`src/common/fcc_pkg.sv`:
```
package fcc_pkg;
  // ---------------------------------------------------------------
  // Clock and timing
  // ---------------------------------------------------------------
  localparam int unsigned CLK_PERIOD_NS = 100;
  localparam int unsigned NS_PER_MS     = 1000000;
  localparam int unsigned CYC_PER_MS    = NS_PER_MS / CLK_PERIOD_NS;
  // Least time the request pin stays low before a new charge cycle
  localparam int unsigned REQ_LOW_NS    = 10000;
  localparam int unsigned REQ_LOW_CYC   = (REQ_LOW_NS + CLK_PERIOD_NS - 1) / CLK_PERIOD_NS;
  // Default longest designed charge time
  localparam int unsigned MAX_CHARGE_MS = 5000;
  localparam int unsigned TIMER_W       = 32;
  localparam logic [TIMER_W-1:0] TIMER_ZERO = '0;
  localparam logic [TIMER_W-1:0] TIMER_ONE  = 32'h0000_0001;

  // ---------------------------------------------------------------
  // Controller states
  // ---------------------------------------------------------------
  typedef enum logic [2:0] {
    FCC_IDLE     = 3'b000,
    FCC_CHARGING = 3'b001,
    FCC_DONE     = 3'b010,
    FCC_FAULT    = 3'b011,
    FCC_RELEASE  = 3'b100
  } fcc_state_e;
endpackage

```
`src/core/fcc_host.sv`:
```
`timescale 1ns/1ps
// Function
// - After a forced stop the host may raise the request again for a new cycle.
// - Host times request-to-done; too long means an overcurrent fault.
// - Thermal recovery needs trip cleared and the host dropping the request.
// - Overcurrent recovery needs the host dropping the request after the trip.
module fcc_host #(
  parameter logic [31:0] MAX_CHARGE_CYC = fcc_pkg::MAX_CHARGE_MS * fcc_pkg::CYC_PER_MS
) (
  // Clock and reset
  input  wire logic MCLK,
  input  wire logic RESETN,
  // User commands
  input  wire logic START,
  input  wire logic STOP,
  input  wire logic FLASH_ARM,
  input  wire logic FLASH_FIRE,
  // User status
  output logic      BUSY,
  output logic      DONE,
  output logic      FAULT_TIMEOUT,
  // Device pins
  output logic      CHARGE_REQUEST,
  output logic      FLASH_PERMIT,
  output logic      FLASH_TRIGGER,
  input  wire logic CHARGE_DONE_N
);

  // ---------------------------------------------------------------
  // State and timers
  // ---------------------------------------------------------------
  fcc_pkg::fcc_state_e          state;
  fcc_pkg::fcc_state_e          next_state;
  logic [fcc_pkg::TIMER_W-1:0]  timer;
  logic [fcc_pkg::TIMER_W-1:0]  next_timer;
  logic                         next_fault;

  // Decoded conditions
  wire logic done_seen  = ~CHARGE_DONE_N;
  wire logic timed_out  = (timer >= MAX_CHARGE_CYC);
  wire logic low_served = (timer >= (fcc_pkg::REQ_LOW_CYC - 1));
  wire logic timer_inc  = (state == fcc_pkg::FCC_CHARGING) || (state == fcc_pkg::FCC_RELEASE)
                          || (state == fcc_pkg::FCC_FAULT);
  wire logic timer_clr  = (next_state != state);

  // Next-state decode; the request output follows the state
  always_comb begin
    next_state = state;
    case (state)
      fcc_pkg::FCC_IDLE: begin
        if (START) begin
          next_state = fcc_pkg::FCC_CHARGING;
        end
      end
      fcc_pkg::FCC_CHARGING: begin
        if (STOP) begin
          next_state = fcc_pkg::FCC_RELEASE;        // Forced stop
        end else if (done_seen) begin
          next_state = fcc_pkg::FCC_DONE;
        end else if (timed_out) begin
          next_state = fcc_pkg::FCC_FAULT;          // Overlong charge
        end
      end
      fcc_pkg::FCC_DONE: begin
        if (STOP) begin
          next_state = fcc_pkg::FCC_RELEASE;        // Only a stop clears done and drops the request
        end
      end
      fcc_pkg::FCC_FAULT: begin
        if (low_served) begin
          next_state = fcc_pkg::FCC_IDLE;           // Request held low to rearm
        end
      end
      fcc_pkg::FCC_RELEASE: begin
        if (low_served) begin
          next_state = fcc_pkg::FCC_IDLE;
        end
      end
      default: begin
        next_state = fcc_pkg::FCC_IDLE;
      end
    endcase
  end

  // Timer counts time in charging and the low hold; restarts on every state change
  assign next_timer = timer_clr ? fcc_pkg::TIMER_ZERO
                    : (timer_inc ? timer + fcc_pkg::TIMER_ONE : timer);

  // Timeout flag is sticky until the next charge is started
  assign next_fault = (next_state == fcc_pkg::FCC_FAULT) ? 1'b1
                    : ((state == fcc_pkg::FCC_IDLE) && START) ? 1'b0 : FAULT_TIMEOUT;

  // ---------------------------------------------------------------
  // Registers
  // ---------------------------------------------------------------
  // State, timer and fault flag
  always_ff @(posedge MCLK or negedge RESETN) begin
    if (!RESETN) begin
      state         <= fcc_pkg::FCC_IDLE;
      timer         <= fcc_pkg::TIMER_ZERO;
      FAULT_TIMEOUT <= 1'b0;
    end else begin
      state         <= next_state;
      timer         <= next_timer;
      FAULT_TIMEOUT <= next_fault;
    end
  end

  // Pin and status outputs come straight from flip-flops
  always_ff @(posedge MCLK or negedge RESETN) begin
    if (!RESETN) begin
      CHARGE_REQUEST <= 1'b0;
      BUSY           <= 1'b0;
      DONE           <= 1'b0;
      FLASH_PERMIT   <= 1'b0;
      FLASH_TRIGGER  <= 1'b0;
    end else begin
      // Request high only in charging and done; a fault drops it at once
      CHARGE_REQUEST <= (next_state == fcc_pkg::FCC_CHARGING)
                        || (next_state == fcc_pkg::FCC_DONE);
      BUSY           <= (next_state != fcc_pkg::FCC_IDLE) && (next_state != fcc_pkg::FCC_DONE);
      DONE           <= (next_state == fcc_pkg::FCC_DONE);
      // Trigger is gated by arm so the gate cannot fire on a stray trigger
      FLASH_PERMIT   <= FLASH_ARM;
      FLASH_TRIGGER  <= FLASH_ARM & FLASH_FIRE;
    end
  end
endmodule

```
`config.mk`:
```
export PLATFORM = sky130hd
export DESIGN_NAME = fcc_host
export DESIGN_NICKNAME = d
export VERILOG_FILES = /design/src/common/fcc_pkg.sv /design/src/core/fcc_host.sv
export SDC_FILE = /design/constraint.sdc
export NUM_CORES = 1
export LEC_CHECK = 0
export BUFFER_PORTS_ARGS = -buffer_cell sky130_fd_sc_hd__buf_2
export CAP_MARGIN = 20
export CORE_MARGIN = 1.5
export CORE_UTILIZATION = 60
export DETAILED_ROUTE_END_ITERATION = 16
export GPL_ROUTABILITY_DRIVEN = 0
export GPL_TIMING_DRIVEN = 1
export PLACE_DENSITY_LB_ADDON = 0.25
export SYNTH_ARGS = -nofsm -noshare
export SYNTH_HDL_FRONTEND = slang
export SYNTH_SLANG_ARGS = --single-unit
```
`constraint.sdc`:
```
create_clock -name MCLK -period 2.58 [get_ports MCLK]
set_input_delay 0.516 -clock MCLK [delete_from_list [all_inputs] [get_ports MCLK]]
set_output_delay 0.516 -clock MCLK [all_outputs]
set_load 0.05 [all_outputs]
```
* Word level (Yosys, flattened, before mapping) *
Index checks and enable logic that the tools add are counted.

storage, ports and cells
  input bits = 7
  register bits after elaboration = 41
  word-level logic and storage cells = 42

operators by class
  reductions and logical operators = 10
  $lt $le $gt $ge = 2
  equal/unequal tests = 9
  add/subtract/negate cells = 1
  muxes and demuxes = 11
  bitwise gates (word level) = 1

operators with widths
  operator               count
  $mux 32                2
  $add 32x1->32 const B  1
  $ge 32x26->1 const B   1
  $ge 32x7->1 const B    1
  $mux 3                 6
  $eq 3x2->1 const B     4
  $pmux 3 s4             1
  $eq 3x1->1 const B     2
  $reduce_bool 2->1      2
  $eq 3x3->1 const B     1
  $logic_not 3->1        1
  $logic_or 1x1->1       3
  $ne 3x2->1 const B     1
  $ne 3x3->1             1
  $reduce_bool 3->1      1
  $logic_and 1x1->1      2
  $mux 1                 2
  $reduce_or 2->1        1
  $and 1x1->1            1

* Logic depth before layout (Yosys ltp) *
Gate-level depths: netlist (run 1).

  word-level depth = 7
  depth in mapped cells = 8
  gate-level depth less buffers = 7

* Worst setup path before layout (run 1) *
No wires, ideal clock.

  kind = flip-flop to flip-flop
  start = register timer[0] in the netlist's numbering
  end = register timer[11] in the netlist's numbering
  library setup time = 0.069 ns
  stages on the path, launching flop included = 9
  path buffers = 1
  path slack = 0.600 ns
  clock period less this slack = 1.980 ns
  arrival = 1.911 ns
  path through = dfrtp_1 > ha_1 > nor4_1 > o211ai_2 > nor3_4 > mux2i_1 > o32a_4 > buf_6 > nor2_2

on the way
  longest elaborated chain between the ends = 7
  elaborated cells between the ends (all ways) = 12

RTL lines
  what                                          RTL line         source
  start, declared                               fcc_host.sv:34   logic [fcc_pkg::TIMER_W-1:0] timer;
  start signal, assigned                        fcc_host.sv:100  timer <= fcc_pkg::TIMER_ZERO;
  start signal, assigned                        fcc_host.sv:104  timer <= next_timer;
  $ge 32x26->1                                  fcc_host.sv:40   wire logic timed_out = (timer >= MAX_CHARGE_CYC);
  $mux 3                                        fcc_host.sv:60   end else if (timed_out) begin
  $mux 3                                        fcc_host.sv:58   end else if (done_seen) begin
  $mux 3                                        fcc_host.sv:56   if (STOP) begin
  $pmux 3 s4                                    fcc_host.sv:49   case (state)
  $ne 3x3->1                                    fcc_host.sv:44   wire logic timer_clr = (next_state != state);
  $mux 32 or $reduce_bool 2->1 (tied branches)  --

Several ways; a longest one is shown, not always the timed one. The select of a mux whose other input is x is not followed.
A chain may end at the register's enable or synchronous reset.

* Final worst setup path (run 1) *
  start = register timer[0] in the netlist's numbering
  end = register timer[1] in the netlist's numbering

The elaborated chain is that of the path after synthesis.

==> results.py, run 1 <==
metrics = {
    "outcome": {
        "outcome": "completed",
    },
    "worst_setup_path": {
        "crit_type": "reg2reg",
        "r2r_setup_slack_ps": 260,
        "worstPathRequired_ps": 2780,
        "crit_path_max_fanout": 32,
        "startpoint_type": "flop",
        "startpoint": "timer[0]$_DFFE_PN0P_",
        "critPathBufInv": 0,
        "cp_slowest_cell": "o32a_4",
        "reg2reg_depth": 7,
        "arrival_ps": 2530,
        "end_kind": "flop",
        "cp.depth": 7,
        "critical-path-max-stage-delay_ps": 540,
        "crit_family": "compound AO/OA/AOI/OAI gates",
        "crit_path_cell_trace": "ha_1, nor4_1, o211ai_2, nor3_4, mux2i_1, o32a_4, a21oi_1",
        "rr_endpoint": "timer[1]$_DFFE_PN0P_",
        "endpoint": "timer[1]$_DFFE_PN0P_",
        "r2r-start": "timer[0]$_DFFE_PN0P_",
    },
    "timing": {
        "fmax_mhz": 430,
        "hold_violations": 0,
        "tns_ps": 0,
        "maxSlewViolCount": 0,
        "setup_viol": 0,
        "tightest_slew_ps": 867,
        "timing.final.crit_share": 0.901,
        "final.setup_skew_ps": 8.32,
        "maxSlewHeadroom": 0.422,
        "fin_ws_ps": 256,
        "timing.final.crit_period_ps": 2320,
        "grt_setup_unrepaired": "no",
    },
    "layout": {
        "syn_to_final_growth_pct": 8.75,
        "mostFrequentLayoutCells": "dfrtp_1, nor2_1, xor2_1",
        "num-fill-cells": 285,
        "drive_gt1_frac": 0.175,
        "nets": 261,
        "final_common_cell": "dfrtp_1",
        "antennaDiodeCount": 0,
        "final_cells": 300,
    },
    "drt": {
        "wl_mm": 4.09,
        "ant_nets": 0,
        "viasPerCell": 5.52,
        "first_pass_iters": 4,
        "routedLengthMet1_mm": 2.00,
        "met2WireLength_mm": 1.90,
        "drtIter0Drc": 77,
        "wl_per_cell_um": 13.6,
        "vias": 1656,
        "drc": 0,
        "route.met3.wl_um": 148,
        "top_layer": "met4",
    },
    "logic_synthesis": {
        "muxShareOfSynthArea": 0.00875,
        "yosys.area_share.xor_xnor": 0.122,
        "synth_largest_area_cell": "dfrtp_1",
        "syn-cell-area_mm2": 0.00229,
        "ys_ff_latch": 41,
        "synth_nets": 245,
        "synth-simple-area-share": 0.287,
        "ys_seq_area_frac": 0.448,
        "syn_inst": 236,
        "ys_warn_count": 0,
        "ys_types": 46,
        "synth_top_area_share": 0.448,
        "synth_compound_area_frac": 0.0809,
        "yosys_most_used_dff": "dfrtp_1",
        "synthAdderAreaFrac": 0.0109,
        "synth_area_leaders": "dfrtp_1, xor2_1, nor2_1",
        "async_flop_share": 1.00,
        "syn_area_per_cell_um2": 9.70,
        "synth_edf_count": 0,
        "synth_top_family_by_area": "simple AND/OR/NAND/NOR gates",
    },
    "global_routing": {
        "grt_max_degree": 42,
        "grt_overflow_total": 0,
        "grt_pass1_wl_mm": 7.39,
        "grt_pass1_vias": 1627,
        "antenna_found_initial": 0,
        "grt_use_total": 0.226,
    },
    "clocking": {
        "insertion_delay_ps": 290,
        "path_clk_slew_ps": 70,
        "cts_buffers": 5,
        "cts_hold_buf": 0,
        "cts_resized": 0,
        "htree_levels": 2,
        "cts_tree": "yes",
        "ctsRootBufferMaster": "clkbuf_8",
        "cts_sinks": 41,
        "post_cts_buffers": 0,
        "cts_buffer_depth": 2,
    },
    "power_and_ir_drop": {
        "p_leak_nw": 1.11,
        "vdd_ir_drop_max_v": 0.000735,
        "p_per_area_mw_per_mm2": 738,
    },
    "die": {
        "row_count": 22,
        "fp.dieW_um": 64.8,
        "die_area_mm2": 0.00419,
        "die_y_um": 64.8,
        "pin_count": 13,
        "initial_core_util": 0.625,
        "core-area_mm2": 0.00366,
    },
    "job": {
        "max_cap_viol_count": 0,
    },
    "hold_path": {
        "min_path_type": "in2async",
    },
    "place": {
        "portBuffers": 12,
        "pre_cts_slack_ps": 257,
        "dp.cells": 293,
        "dpl.hpwl_mm": 2.89,
    },
}
-- metrics by stage --
| stage | cell area, µm² | total power, mW | util | hold WS (ps) |
|---|---|---|---|---|
| final | 2490 | 1.84 | 0.680 | 341 |
| after global routing | 2490 | 1.95 | 0.680 | 322 |
| after CTS | 2490 | 1.86 | 0.680 | 336 |
| after detailed placement | 2380 | 1.37 | 0.651 | 504 |
| after global placement | 2380 | 1.35 | 0.651 | 486 |
| after floorplan | 2290 | 1.29 | - | 220 |
-- routing by layer --
layer	up-vias	track usage
li1	845	-
met1	783	0.326
met2	23	0.336
met3	5	0.0625
met4	0	0.0638
met5	-	0
-- flip-flops by register name (all words and copies together), names as in the netlist --
signal and flops:
state 3, timer 32, DONE 1, CHARGE_REQUEST 1
FAULT_TIMEOUT 1, FLASH_TRIGGER 1, FLASH_PERMIT 1, BUSY 1
-- worst min path at each step --
stage / from / endpoint / slack, ps / depth (start not counted)
after floorplan: RESETN / BUSY$_DFF_PN0_ / 220 / 0
after global placement: FAULT_TIMEOUT$_DFFE_PN0P_ / FAULT_TIMEOUT$_DFFE_PN0P_ / 490 / 2
after detailed placement: FAULT_TIMEOUT$_DFFE_PN0P_ / FAULT_TIMEOUT$_DFFE_PN0P_ / 500 / 2
after CTS: FLASH_ARM / FLASH_PERMIT$_DFF_PN0_ / 340 / 1
after global routing: FLASH_ARM / FLASH_PERMIT$_DFF_PN0_ / 320 / 1
final: RESETN / timer[6]$_DFFE_PN0P_ / 340 / 1
-- final cells by class --
class | count | area [µm²] | area share
clock buffer | 5 | 68.8 | 0.0277
multi-input combinational | 177 | 1170 | 0.469
clock inverter | 2 | 35.0 | 0.0141
tap | 48 | 60.1 | 0.0241
timing repair buffer | 16 | 90.1 | 0.0362
inverter | 11 | 41.3 | 0.0166
sequential | 41 | 1030 | 0.412
-- cell families after synthesis --
group                      count (synthesis)
and+or+nand+nor                          117
DFF                                       41
xor gates and xnor gates                  32
AOI/OAI and AO/OA                         24
buffers and inverters                     18
muxes                                      2
adders and majority gates                  2
-- synthesized netlist by cell type (all sizes together) (2+ instances only) --
cell type  instances
nor2              44
dfrtp             41
xor2              24
nand2             17
nand3             15
inv               11
nand4              8
nor4               8
xnor2              8
buf                7
nor3               7
and3               6
o21ai              6
a21oi              4
a32o               2
ha                 2
mux2i              2
nand3b             2
nor2b              2
o211ai             2
-- report_power, final --
group	internal (mW)	switching, mW
registers	0.694	0.0603
clock network	0.281	0.206
logic	0.179	0.417
total	1.15	0.683
(Power assumes the default switching activity.)
==> inputs of run 2 (changes only) <==
--- a/config.mk
+++ b/config.mk
@@ -8,7 +8,8 @@
 export BUFFER_PORTS_ARGS = -buffer_cell sky130_fd_sc_hd__buf_2
 export CAP_MARGIN = 20
 export CORE_MARGIN = 1.5
-export CORE_UTILIZATION = 60
+export CORE_UTILIZATION = 63
+export CTS_BUF_LIST = sky130_fd_sc_hd__clkbuf_4 sky130_fd_sc_hd__clkbuf_8
 export DETAILED_ROUTE_END_ITERATION = 16
 export GPL_ROUTABILITY_DRIVEN = 0
 export GPL_TIMING_DRIVEN = 1
==> results.py, run 2 (synthesis results as in run 1) <==
metrics = {
    "drt": {
        "viasPerCell": 5.66,
        "vias": 1692,
        "ant_nets": 0,
        "drc": 0,
        "drtIter0Drc": 116,
        "wl_per_cell_um": 13.8,
        "wl_mm": 4.12,
        "first_pass_iters": 4,
    },
    "layout": {
        "mostFrequentLayoutCells": "dfrtp_1, nor2_1, xor2_1",
        "nets": 261,
        "syn_to_final_growth_pct": 6.51,
        "final_cells": 299,
        "largest_register": "timer",
        "final_common_cell": "dfrtp_1",
        "fin_util": 0.714,
        "top_regs": "timer x32, state x3",
        "drive_gt1_frac": 0.178,
        "antennaDiodeCount": 0,
        "largest_register_ffs": 32,
    },
    "timing": {
        "hold_violations": 0,
        "timing.final.crit_share": 0.867,
        "fmax_mhz": 447,
        "setup_viol": 0,
        "maxSlewHeadroom": 0.403,
        "timing.final.crit_period_ps": 2240,
        "tightest_slew_ps": 895,
        "maxSlewViolCount": 0,
        "grt_setup_unrepaired": "no",
        "tns_ps": 0,
        "fin_ws_ps": 344,
        "final.setup_skew_ps": 7.88,
    },
    "worst_setup_path": {
        "startpoint_type": "flop",
        "rr_endpoint": "timer[1]$_DFFE_PN0P_",
        "reg2reg_depth": 7,
        "arrival_ps": 2520,
        "r2r_setup_slack_ps": 340,
        "end_kind": "flop",
        "worstPathRequired_ps": 2860,
        "crit_path_max_fanout": 32,
        "r2r-start": "timer[0]$_DFFE_PN0P_",
        "crit_type": "reg2reg",
    },
    "global_routing": {
        "grt_max_degree": 42,
        "grt_pass1_vias": 1700,
        "antenna_found_initial": 0,
        "grt_pass1_wl_mm": 7.50,
        "grt_overflow_total": 0,
        "grt_use_total": 0.237,
    },
    "clocking": {
        "cts_hold_buf": 0,
        "ctsRootBufferMaster": "clkbuf_4",
        "cts_buffers": 5,
        "path_clk_slew_ps": 120,
        "cts_sinks": 41,
        "cts_buffer_depth": 2,
        "insertion_delay_ps": 360,
        "cts_tree": "yes",
        "htree_levels": 2,
        "post_cts_buffers": 0,
        "cts_resized": 0,
    },
    "hold_path": {
        "min_path_type": "in2async",
    },
    "place": {
        "portBuffers": 12,
        "dp.cells": 291,
        "dpl.hpwl_mm": 2.87,
        "pre_cts_slack_ps": 340,
    },
    "power_and_ir_drop": {
        "p_leak_nw": 1.09,
        "vdd_ir_drop_max_v": 0.000408,
        "p_per_area_mw_per_mm2": 688,
        "power_mw": 1.68,
    },
    "die": {
        "die_area_mm2": 0.00400,
        "fp.dieW_um": 63.3,
        "initial_core_util": 0.670,
        "core-area_mm2": 0.00342,
        "pin_count": 13,
        "die_y_um": 63.3,
        "row_count": 21,
    },
    "job": {
        "max_cap_viol_count": 0,
    },
    "outcome": {
        "outcome": "completed",
    },
}
## run 2: cell types whose count changed in the layout (fill, tap and decap cells not counted)
cell,before,now
clkinv_2,1,2
bufinv_16,1,0
clkbuf_4,0,6
clkbuf_8,5,0
## run 2: how the worst max path moves through the flow
| stage | startpoint | end | slack (ps) | cells after the start |
|---|---|---|---|---|
| global route | timer[0]$_DFFE_PN0P_ | timer[1]$_DFFE_PN0P_ | 70 | 7 |
| detailed placement | timer[0]$_DFFE_PN0P_ | timer[1]$_DFFE_PN0P_ | 340 | 7 |
| floorplan | timer[0]$_DFFE_PN0P_ | timer[11]$_DFFE_PN0P_ | 600 | 8 |
| finish | timer[0]$_DFFE_PN0P_ | timer[1]$_DFFE_PN0P_ | 340 | 7 |
| global placement | timer[0]$_DFFE_PN0P_ | timer[1]$_DFFE_PN0P_ | 440 | 7 |
| CTS | timer[0]$_DFFE_PN0P_ | timer[1]$_DFFE_PN0P_ | 320 | 7 |
## run 2: area by class of cell
cell class / count / area [µm²]
clock inverter: 2 / 10.0
inverter: 11 / 41.3
timing repair buffer: 16 / 90.1
fill: 264 / 978
tap: 46 / 57.6
sequential: 41 / 1030
clock buffer: 6 / 45.0
multi-input combinational: 177 / 1170
## run 2: per-layer routing
layer  share of wire  vias up  track usage
li1                -      849            -
met1            0.47      803        0.308
met2            0.48       35        0.392
met3           0.044        5       0.0589
met4           0.013        0       0.0734
met5               0        -            0
## run 2: report_power, final
part	internal, mW	switching [mW]	total (mW)
clock network	0.114	0.208	0.322
registers	0.694	0.0474	0.742
logic	0.182	0.430	0.612
## run 2: per-stage QoR
stage / instance area, µm² / hold WS [ps]
5_1_grt: 2440 / 252
2_1_floorplan: 2290 / 220
6_report: 2440 / 265
4_1_cts: 2440 / 258
3_3_place_gp: 2380 / 498
3_5_place_dp: 2380 / 484
## run 2: critical path: stages, from the launching register on
cell	delay (ps)
dfrtp_1	420
ha_1	230
nor4_1	230
o211ai_2	150
nor3_4	250
mux2i_1	130
o32a_4	540
a21oi_1	200
